[src/common/tmcp_consts.svh]
`ifndef TMCP_CONSTS_SVH
`define TMCP_CONSTS_SVH

// register byte offsets
`define TMCP_OFF_TMR_CTRL 8'h00
`define TMCP_OFF_COUNT 8'h04
`define TMCP_OFF_MATCH_ACT 8'h14
`define TMCP_OFF_MATCH_0 8'h18
`define TMCP_OFF_MATCH_1 8'h1c
`define TMCP_OFF_MATCH_2 8'h20
`define TMCP_OFF_MATCH_3 8'h24
`define TMCP_OFF_CAP_SETUP 8'h28
`define TMCP_OFF_CAP_COUNT 8'h2c
`define TMCP_OFF_PIN_ACT 8'h30
`define TMCP_OFF_PULSE 8'h34
`define TMCP_OFF_RAW_FLAGS 8'h38
`define TMCP_OFF_FLAG_CLR 8'h3c

// reset value shared by every register
`define TMCP_RST_WORD 32'h0000_0000

// timer control fields
`define TMCP_CTRL_RUN 0
`define TMCP_CTRL_CNT_CLR 1

// match action control: three bits per channel
`define TMCP_MACT_IRQ 0
`define TMCP_MACT_RST 1
`define TMCP_MACT_HALT 2
`define TMCP_MACT_STRIDE 3
`define TMCP_MACT_WIDTH 12

// capture setup fields
`define TMCP_CAP_RISE 0
`define TMCP_CAP_FALL 1
`define TMCP_CAP_IRQ 2
`define TMCP_CAP_EN 3
`define TMCP_CAP_WIDTH 4

// pin action setup fields
`define TMCP_PIN_STATE_LSB 0
`define TMCP_PIN_SEL_LSB 4
`define TMCP_PIN_WIDTH 12

// pulse output setup fields
`define TMCP_PULSE_MODE_LSB 0
`define TMCP_PULSE_OWNER_LSB 20
`define TMCP_PULSE_OWNER_MSB 23

// raw flag fields
`define TMCP_RAW_CAP 4
`define TMCP_RAW_WIDTH 5

`endif

[src/common/tmcp_pkg.sv]
package tmcp_pkg;

	typedef enum logic [1:0] {
		TMCP_ACT_HOLD = 2'h0,
		TMCP_ACT_LOW = 2'h1,
		TMCP_ACT_HIGH = 2'h2,
		TMCP_ACT_TOGGLE = 2'h3
	} tmcp_pin_act_t;

	typedef logic [31:0] tmcp_word_t;

endpackage

[src/logic/tmcp_edge_sync.sv]
module tmcp_edge_sync (
	input wire logic ref_clk,
	input wire logic sys_rst,
	input wire logic pinIn,
	output logic riseSeen,
	output logic fallSeen
);

	logic meta_reg;
	logic stable_reg;
	logic last_reg;

	// meta_reg feeds only stable_reg; edges come from two settled samples
	always_ff @(posedge ref_clk) begin
		if (sys_rst) begin
			meta_reg <= 1'b0;
			stable_reg <= 1'b0;
			last_reg <= 1'b0;
		end else begin
			meta_reg <= pinIn;
			stable_reg <= meta_reg;
			last_reg <= stable_reg;
		end
	end

	assign riseSeen = stable_reg & ~last_reg;
	assign fallSeen = ~stable_reg & last_reg;

endmodule

[src/logic/tmcp_top.sv]
`include "tmcp_consts.svh"

module tmcp_top (
	input wire logic ref_clk,
	input wire logic sys_rst,
	input wire logic [7:0] regAddr,
	input wire logic [31:0] regWrData,
	input wire logic regWrStb,
	input wire logic regRdStb,
	output logic [31:0] regRdData,
	input wire logic capture_input_pin,
	output logic captureRoleSel,
	output logic [3:0] match_out,
	output logic [3:0] matchOutEn,
	output logic countRunning,
	output logic irqReq
);

	localparam int NCH = 4;

	// register state
	logic count_run_reg;
	logic count_run_next;
	logic cntClr_reg;
	logic cntClr_next;
	tmcp_pkg::tmcp_word_t timer_count_reg;
	tmcp_pkg::tmcp_word_t timer_count_next;
	logic [`TMCP_MACT_WIDTH-1:0] match_action_control_reg;
	tmcp_pkg::tmcp_word_t match_value_reg [NCH];
	logic [`TMCP_CAP_WIDTH-1:0] capture_setup_reg;
	tmcp_pkg::tmcp_word_t captured_count_reg;
	logic [NCH-1:0] pin_state_reg;
	logic [NCH-1:0] pin_state_next;
	logic [2*NCH-1:0] pin_action_sel_reg;
	logic [NCH-1:0] pulse_mode_sel_reg;
	logic [NCH-1:0] pin_owner_sel_reg;
	logic [`TMCP_RAW_WIDTH-1:0] rawFlags_reg;
	logic [`TMCP_RAW_WIDTH-1:0] rawFlags_next;
	logic [NCH-1:0] eqPrev_reg;
	logic [31:0] rdData_reg;
	logic [31:0] rdData_next;
	logic captureRole_reg;
	logic [3:0] matchOut_reg;
	logic [3:0] matchOutEn_reg;
	logic irq_reg;
	logic irq_next;

	// decoded strobes
	logic wrCtrl;
	logic wrCount;
	logic wrMatchAct;
	logic wrCapSetup;
	logic wrPinAct;
	logic wrPulse;
	logic wrFlagClr;
	logic [NCH-1:0] wrMatch;

	// event wires
	logic [NCH-1:0] eqNow;
	logic [NCH-1:0] matchEvt;
	logic [NCH-1:0] rstReq;
	logic [NCH-1:0] haltReq;
	logic anyRst;
	logic anyHalt;
	logic capRise;
	logic capFall;
	logic captureEvt;
	logic [`TMCP_RAW_WIDTH-1:0] rawSet;
	logic [`TMCP_RAW_WIDTH-1:0] rawClr;
	logic [`TMCP_RAW_WIDTH-1:0] flagEnables;

	function automatic logic wrHit(input logic [7:0] addr, input logic [7:0] off,
			input logic stb);
		wrHit = stb & (addr == off);
	endfunction

	function automatic logic pinAction(input tmcp_pkg::tmcp_pin_act_t act,
			input logic cur);
		case (act)
			tmcp_pkg::TMCP_ACT_LOW: pinAction = 1'b0;
			tmcp_pkg::TMCP_ACT_HIGH: pinAction = 1'b1;
			tmcp_pkg::TMCP_ACT_TOGGLE: pinAction = ~cur;
			default: pinAction = cur;
		endcase
	endfunction

	assign wrCtrl = wrHit(regAddr, `TMCP_OFF_TMR_CTRL, regWrStb);
	assign wrCount = wrHit(regAddr, `TMCP_OFF_COUNT, regWrStb);
	assign wrMatchAct = wrHit(regAddr, `TMCP_OFF_MATCH_ACT, regWrStb);
	assign wrCapSetup = wrHit(regAddr, `TMCP_OFF_CAP_SETUP, regWrStb);
	assign wrPinAct = wrHit(regAddr, `TMCP_OFF_PIN_ACT, regWrStb);
	assign wrPulse = wrHit(regAddr, `TMCP_OFF_PULSE, regWrStb);
	assign wrFlagClr = wrHit(regAddr, `TMCP_OFF_FLAG_CLR, regWrStb);
	assign wrMatch[0] = wrHit(regAddr, `TMCP_OFF_MATCH_0, regWrStb);
	assign wrMatch[1] = wrHit(regAddr, `TMCP_OFF_MATCH_1, regWrStb);
	assign wrMatch[2] = wrHit(regAddr, `TMCP_OFF_MATCH_2, regWrStb);
	assign wrMatch[3] = wrHit(regAddr, `TMCP_OFF_MATCH_3, regWrStb);

	// per-channel compare, action decode and pin state
	genvar gi;
	generate
		for (gi = 0; gi < NCH; gi++) begin : g_ch
			localparam int AB = gi * `TMCP_MACT_STRIDE;
			tmcp_pkg::tmcp_pin_act_t actSel;

			assign eqNow[gi] = (timer_count_reg == match_value_reg[gi]);
			// a held count would otherwise re-fire every cycle
			assign matchEvt[gi] = eqNow[gi] & ~eqPrev_reg[gi];
			assign rstReq[gi] = matchEvt[gi] &
				match_action_control_reg[AB + `TMCP_MACT_RST];
			assign haltReq[gi] = matchEvt[gi] &
				match_action_control_reg[AB + `TMCP_MACT_HALT];
			assign actSel = tmcp_pkg::tmcp_pin_act_t'(pin_action_sel_reg[2*gi +: 2]);

			always_comb begin
				if (pulse_mode_sel_reg[gi]) begin
					if (anyRst)
						// zero match sets in the same step as the clear
						pin_state_next[gi] = (match_value_reg[gi] == 32'h0000_0000);
					else if (matchEvt[gi])
						pin_state_next[gi] = 1'b1;
					else if (wrPinAct)
						pin_state_next[gi] = regWrData[`TMCP_PIN_STATE_LSB + gi];
					else
						pin_state_next[gi] = pin_state_reg[gi];
				end else begin
					if (matchEvt[gi])
						pin_state_next[gi] = pinAction(actSel, pin_state_reg[gi]);
					else if (wrPinAct)
						pin_state_next[gi] = regWrData[`TMCP_PIN_STATE_LSB + gi];
					else
						pin_state_next[gi] = pin_state_reg[gi];
				end
			end

			always_ff @(posedge ref_clk) begin
				if (sys_rst) begin
					match_value_reg[gi] <= `TMCP_RST_WORD;
					eqPrev_reg[gi] <= 1'b0;
				end else begin
					eqPrev_reg[gi] <= eqNow[gi];
					if (wrMatch[gi])
						match_value_reg[gi] <= regWrData;
				end
			end
		end
	endgenerate

	assign anyRst = |rstReq;
	assign anyHalt = |haltReq;

	// capture path
	tmcp_edge_sync u_cap_sync (
		.ref_clk(ref_clk),
		.sys_rst(sys_rst),
		.pinIn(capture_input_pin),
		.riseSeen(capRise),
		.fallSeen(capFall)
	);

	assign captureEvt = capture_setup_reg[`TMCP_CAP_EN] &
		((capRise & capture_setup_reg[`TMCP_CAP_RISE]) |
		(capFall & capture_setup_reg[`TMCP_CAP_FALL]));

	// timer count: reset beats halt beats increment; a halt leaves the count
	always_comb begin
		timer_count_next = timer_count_reg;
		if (anyRst | cntClr_reg)
			timer_count_next = `TMCP_RST_WORD;
		else if (wrCount)
			timer_count_next = regWrData;
		else if (count_run_reg & ~anyHalt)
			timer_count_next = timer_count_reg + 32'h0000_0001;
	end

	always_comb begin
		count_run_next = count_run_reg;
		if (anyHalt)
			count_run_next = 1'b0;
		else if (wrCtrl)
			count_run_next = regWrData[`TMCP_CTRL_RUN];
	end

	// counter clear self-cleans after one clock
	assign cntClr_next = wrCtrl & regWrData[`TMCP_CTRL_CNT_CLR];

	// raw flags: hardware set wins over a clear in the same cycle
	assign rawSet = {captureEvt, matchEvt};
	assign rawClr = wrFlagClr ? regWrData[`TMCP_RAW_WIDTH-1:0] : 5'h00;
	assign rawFlags_next = rawSet | (rawFlags_reg & ~rawClr);

	assign flagEnables = {capture_setup_reg[`TMCP_CAP_IRQ],
		match_action_control_reg[9], match_action_control_reg[6],
		match_action_control_reg[3], match_action_control_reg[0]};
	assign irq_next = |(rawFlags_next & flagEnables);

	// read mux; unmapped offsets answer zero
	always_comb begin
		rdData_next = 32'h0000_0000;
		if (regRdStb) begin
			case (regAddr)
				`TMCP_OFF_TMR_CTRL: rdData_next = {31'h0000_0000, count_run_reg};
				`TMCP_OFF_COUNT: rdData_next = timer_count_reg;
				`TMCP_OFF_MATCH_ACT: rdData_next = {20'h0_0000, match_action_control_reg};
				`TMCP_OFF_MATCH_0: rdData_next = match_value_reg[0];
				`TMCP_OFF_MATCH_1: rdData_next = match_value_reg[1];
				`TMCP_OFF_MATCH_2: rdData_next = match_value_reg[2];
				`TMCP_OFF_MATCH_3: rdData_next = match_value_reg[3];
				`TMCP_OFF_CAP_SETUP: rdData_next = {28'h000_0000, capture_setup_reg};
				`TMCP_OFF_CAP_COUNT: rdData_next = captured_count_reg;
				`TMCP_OFF_PIN_ACT: rdData_next = {20'h0_0000, pin_action_sel_reg,
					pin_state_reg};
				`TMCP_OFF_PULSE: rdData_next = {8'h00, pin_owner_sel_reg, 16'h0000,
					pulse_mode_sel_reg};
				`TMCP_OFF_RAW_FLAGS: rdData_next = {27'h000_0000, rawFlags_reg};
				default: rdData_next = 32'h0000_0000;
			endcase
		end
	end

	// configuration registers, one short flop group per register
	always_ff @(posedge ref_clk) begin
		if (sys_rst)
			match_action_control_reg <= 12'h000;
		else if (wrMatchAct)
			match_action_control_reg <= regWrData[`TMCP_MACT_WIDTH-1:0];
	end

	always_ff @(posedge ref_clk) begin
		if (sys_rst)
			capture_setup_reg <= 4'h0;
		else if (wrCapSetup)
			capture_setup_reg <= regWrData[`TMCP_CAP_WIDTH-1:0];
	end

	always_ff @(posedge ref_clk) begin
		if (sys_rst)
			pin_action_sel_reg <= 8'h00;
		else if (wrPinAct)
			pin_action_sel_reg <= regWrData[`TMCP_PIN_WIDTH-1:`TMCP_PIN_SEL_LSB];
	end

	always_ff @(posedge ref_clk) begin
		if (sys_rst) begin
			pulse_mode_sel_reg <= 4'h0;
			pin_owner_sel_reg <= 4'h0;
		end else if (wrPulse) begin
			pulse_mode_sel_reg <= regWrData[`TMCP_PULSE_MODE_LSB +: 4];
			pin_owner_sel_reg <=
				regWrData[`TMCP_PULSE_OWNER_MSB:`TMCP_PULSE_OWNER_LSB];
		end
	end

	// timer count and run bit
	always_ff @(posedge ref_clk) begin
		if (sys_rst) begin
			count_run_reg <= 1'b0;
			cntClr_reg <= 1'b0;
			timer_count_reg <= `TMCP_RST_WORD;
		end else begin
			count_run_reg <= count_run_next;
			cntClr_reg <= cntClr_next;
			timer_count_reg <= timer_count_next;
		end
	end

	// pin state and raw flags
	always_ff @(posedge ref_clk) begin
		if (sys_rst) begin
			pin_state_reg <= 4'h0;
			rawFlags_reg <= 5'h00;
		end else begin
			pin_state_reg <= pin_state_next;
			rawFlags_reg <= rawFlags_next;
		end
	end

	// captured count moves only on a qualifying edge
	always_ff @(posedge ref_clk) begin
		if (sys_rst)
			captured_count_reg <= `TMCP_RST_WORD;
		else if (captureEvt)
			captured_count_reg <= timer_count_reg;
	end

	// read data stands one cycle, then falls back to zero
	always_ff @(posedge ref_clk) begin
		if (sys_rst)
			rdData_reg <= 32'h0000_0000;
		else
			rdData_reg <= rdData_next;
	end

	always_ff @(posedge ref_clk) begin
		if (sys_rst)
			irq_reg <= 1'b0;
		else
			irq_reg <= irq_next;
	end

	// pin-facing flops; role and owner trail their register bits by one clock
	always_ff @(posedge ref_clk) begin
		if (sys_rst) begin
			captureRole_reg <= 1'b0;
			matchOut_reg <= 4'h0;
			matchOutEn_reg <= 4'h0;
		end else begin
			captureRole_reg <= capture_setup_reg[`TMCP_CAP_EN];
			matchOut_reg <= pin_state_next;
			matchOutEn_reg <= pin_owner_sel_reg;
		end
	end

	assign regRdData = rdData_reg;
	assign captureRoleSel = captureRole_reg;
	assign match_out = matchOut_reg;
	assign matchOutEn = matchOutEn_reg;
	assign countRunning = count_run_reg;
	assign irqReq = irq_reg;

endmodule

[config.mk]
export PLATFORM = sky130hd
export DESIGN_NAME = tmcp_top
export DESIGN_NICKNAME = d
export VERILOG_FILES = /design/src/common/tmcp_pkg.sv /design/src/logic/tmcp_edge_sync.sv /design/src/logic/tmcp_top.sv
export VERILOG_INCLUDE_DIRS = /design/src /design/src/common
export SDC_FILE = /design/constraint.sdc
export NUM_CORES = 1
export LEC_CHECK = 0
export ABC_AREA = 1
export BUFFER_PORTS_ARGS = -buffer_cell sky130_fd_sc_hd__buf_2
export CORE_ASPECT_RATIO = 0.9
export CORE_MARGIN = 4
export CORE_UTILIZATION = 57
export DETAILED_ROUTE_END_ITERATION = 10
export HOLD_SLACK_MARGIN = 0.15
export PLACE_DENSITY = 0.75
export RECOVER_POWER = 100
export SLEW_MARGIN = 30
export SYNTH_ARGS = -nofsm -noshare
export SYNTH_HDL_FRONTEND = slang
export SYNTH_SLANG_ARGS = --single-unit
[constraint.sdc]
create_clock -name ref_clk -period 12.1 [get_ports ref_clk]
set_input_delay 1.21 -clock ref_clk [delete_from_list [all_inputs] [get_ports ref_clk]]
set_output_delay 1.21 -clock ref_clk [all_outputs]
set_load 0.02 [all_outputs]
==> flow_metrics.py <==
metrics = {
    "run_status": {
        "status": "complete, but fails checks",
        "failed_checks": "max-capacitance violations, max-slew violations",
    },
    "setup_path": {
        "cp_cell_sequence": "buf_2 > clkbuf_1 > clkinv_1 > clkbuf_1 > nand3_1 > clkbuf_1 > nor2_1",
        "startpoint": "sys_rst",
        "cp-start-kind": "input port",
        "end_kind": "flip-flop",
        "regToRegStartpoint": "timer_count_reg[0]",
        "crit_fanout": 71,
        "crit_required_ns": 12.49,
        "crit_cells": 7,
        "cpPeakStageDelay_ns": 2.57,
        "setup.worst_path.end": "match_value_reg[2][11]",
        "crit_path_top_delay_cell": "clkbuf_1",
        "cpMostUsedCell": "clkbuf_1",
        "cp_top_family": "buffers and inverters",
        "critPathBufInv": 5,
        "rr_endpoint": "timer_count_reg[15]",
        "r2r_cells": 12,
        "worstPathArrival_ns": 7.18,
        "r2r_setup_slack_ns": 7.60,
        "critPathKind": "in -> reg",
    },
    "yosys": {
        "synth_xor_area_share_pct": 6.65,
        "synth_top_family_by_area": "simple AND/OR/NAND/NOR gates",
        "synth_edf_count": 128,
        "synth.area.top_cells": "edfxtp_1 (26%), dfxtp_1 (21%), nand2_1 (9.5%)",
        "syn_inst": 1854,
        "synth-seq-cells": 280,
        "synth_compound_area_share_pct": 13.3,
        "synth.most_common_cell": "nand2_1",
        "ys_warn_count": 0,
        "muxShareOfSynthArea_pct": 0,
        "yosysSeqAreaShare_pct": 46.7,
        "synthAdderAreaFrac_pct": 0.254,
        "synthDistinctLibCells": 45,
        "synth_flop_cell": "dfxtp_1",
        "synth_area_per_cell_um2": 7.96,
        "yosys.area.top_type": "edfxtp_1",
        "synth-simple-area-share_pct": 23.9,
        "synth_commonest_cells": "nand2_1 (375), nor2_1 (234), inv_1 (191)",
        "syn_area_um2": 14800,
        "postSynthNetCount": 1902,
        "synth_top_area_share_pct": 26.0,
        "async_flop_share_pct": 0,
    },
    "finish": {
        "final_nets": 1943,
        "final_cell_area_um2": 16100,
        "largest_reg_flops": 128,
        "n_antenna_cell": 0,
        "area.growth.synth_to_final_pct": 8.85,
        "drive_above_1_share_pct": 7.30,
        "fin_util_pct": 63.4,
    },
    "routing": {
        "drc": 0,
        "drtIter0Drc": 2864,
        "via_per_inst": 6.45,
        "route.vias.total": 14600,
        "finalWirelength_um": 60400,
        "wire_per_inst_um": 26.7,
        "first_pass_iters": 7,
        "antenna_left": 0,
    },
    "floorplanning": {
        "die_h_um": 161,
        "die_area_um2": 28500,
        "ios": 88,
        "num_rows": 55,
        "initial_core_util_pct": 58.3,
        "coreArea_um2": 25300,
        "die_w_um": 178,
    },
    "grt": {
        "grt_use_met2_pct": 57.7,
        "grt.busiest_layer": "met1",
        "grt-ovfl-total": 0,
        "grt_max_degree": 72,
        "grt_pass1_vias": 13200,
        "grtUsageTotal_pct": 41.6,
        "grt_pass1_wl_um": 88200,
        "antenna_found_initial": 4,
        "globalRouteMet1Util_pct": 60.9,
        "gr-usage-met3_pct": 12.4,
    },
    "clocking": {
        "cts_root_buf": "clkbuf_16",
        "numCtsBuffers": 29,
        "clk_latency_ns": 0.56,
        "cts_resized": 0,
        "cts_buffer_depth": 3,
        "clock-sinks": 280,
        "cts_tree": "yes",
        "holdBufCountCts": 0,
        "path_clk_slew_ns": 0.06,
        "htreeDepth": 1,
        "postCtsSetupBuffers": 0,
    },
    "timing": {
        "slew_viol_final": 232,
        "setup-tns-final_ns": 0,
        "rsz0062_at_grt": "false",
        "maxSlewHeadroom_pct": -142,
        "hold_viol_final": 0,
        "fin_crit_sh_pct": 56.1,
        "setup_viol": 0,
        "worst_pin_slew_ns": 3.63,
        "period_needed_ns": 6.79,
        "clock.fmax_mhz": 147,
        "fin_worst_skew_ns": 0.0145,
    },
    "power_and_ir_drop": {
        "p_per_area_nw_per_um2": 129,
        "power.leakage_uw": 0.00579,
        "peakVddDrop_mv": 0.127,
    },
    "placement": {
        "numPortBuffers": 87,
        "hpwl_um": 43500,
        "gp_congestion": 1.06,
        "dpl_cell_area_um2": 15300,
    },
    "flow_run": {
        "cap_violations": 6,
    },
    "worst_hold_path": {
        "worstHoldPathType": "reg -> reg",
    },
}
[tightest hold or removal path, cell delays in order (launching register included)]
cell	delay, ns
dfxtp_1	0.30
inv_1	0.04
nor2_1	0.03
[through the flow]
stage	setup WS, ns	instances	total power, µW	hold WS (ns)
global route	5.16	2259	2110	0.439
detailed placement	8.08	2206	1170	0.398
global placement	8.16	2203	1160	0.391
finish	5.31	2259	2070	0.406
floorplan	7.21	1854	1110	0.388
CTS	8.66	2259	2060	0.407
[cell families after synthesis]
family | count (synthesis)
AND/OR/NAND/NOR | 812
AO/OA/AOI/OAI | 343
buffers and inverters | 304
flip-flops | 280
XOR/XNOR | 112
adder cells (fa/ha/maj) | 3
[final cells by class]
cell class                 instances  area (µm²)
clock inverter                    14         118
inverter                         206         781
tap                              342         428
timing repair buffer             108         490
multi-input combinational       1270        6520
fill                            2334        9260
clock buffer                      39         847
sequential                       280        6890
[report_power, final]
part,switching (µW),leakage [µW],internal [µW]
Combinational,77.2,0.00288,28.9
Clock,400,0.000475,516
Sequential,31.2,0.00244,1010
[per-layer routing]
metal	vias up	wire [µm]
li1	6249	-
met3	242	9740
met1	6782	23200
met2	1300	24200
met4	8	3260
met5	-	46
[worst min path at each step]
stage / from / endpoint / slack (ns) / cells past startpoint
floorplan: u_cap_sync.meta_reg / u_cap_sync.stable_reg / 0.39 / 2
global placement: u_cap_sync.meta_reg / u_cap_sync.stable_reg / 0.39 / 2
detailed placement: u_cap_sync.meta_reg / u_cap_sync.stable_reg / 0.40 / 2
CTS: u_cap_sync.meta_reg / u_cap_sync.stable_reg / 0.41 / 2
global route: u_cap_sync.meta_reg / u_cap_sync.stable_reg / 0.44 / 2
finish: u_cap_sync.meta_reg / u_cap_sync.stable_reg / 0.41 / 2
[cell usage in the layout, fill, tap and decap left out, types with 26 or more instances in the layout]
master	netlist	final
buf_2	20	44
clkbuf_1	40	61
nor2_1	234	238
nand3_1	74	74
a21oi_1	123	123
inv_1	191	193
edfxtp_1	128	128
xnor2_1	86	86
nand2_1	375	376
o21ai_0	128	126
dfxtp_1	152	152
xor2_1	26	26
clkbuf_16	0	32
nor4_1	30	30
a221oi_1	36	36
nand4_1	38	38
Note: power is estimated with default switching activity, not from simulation.
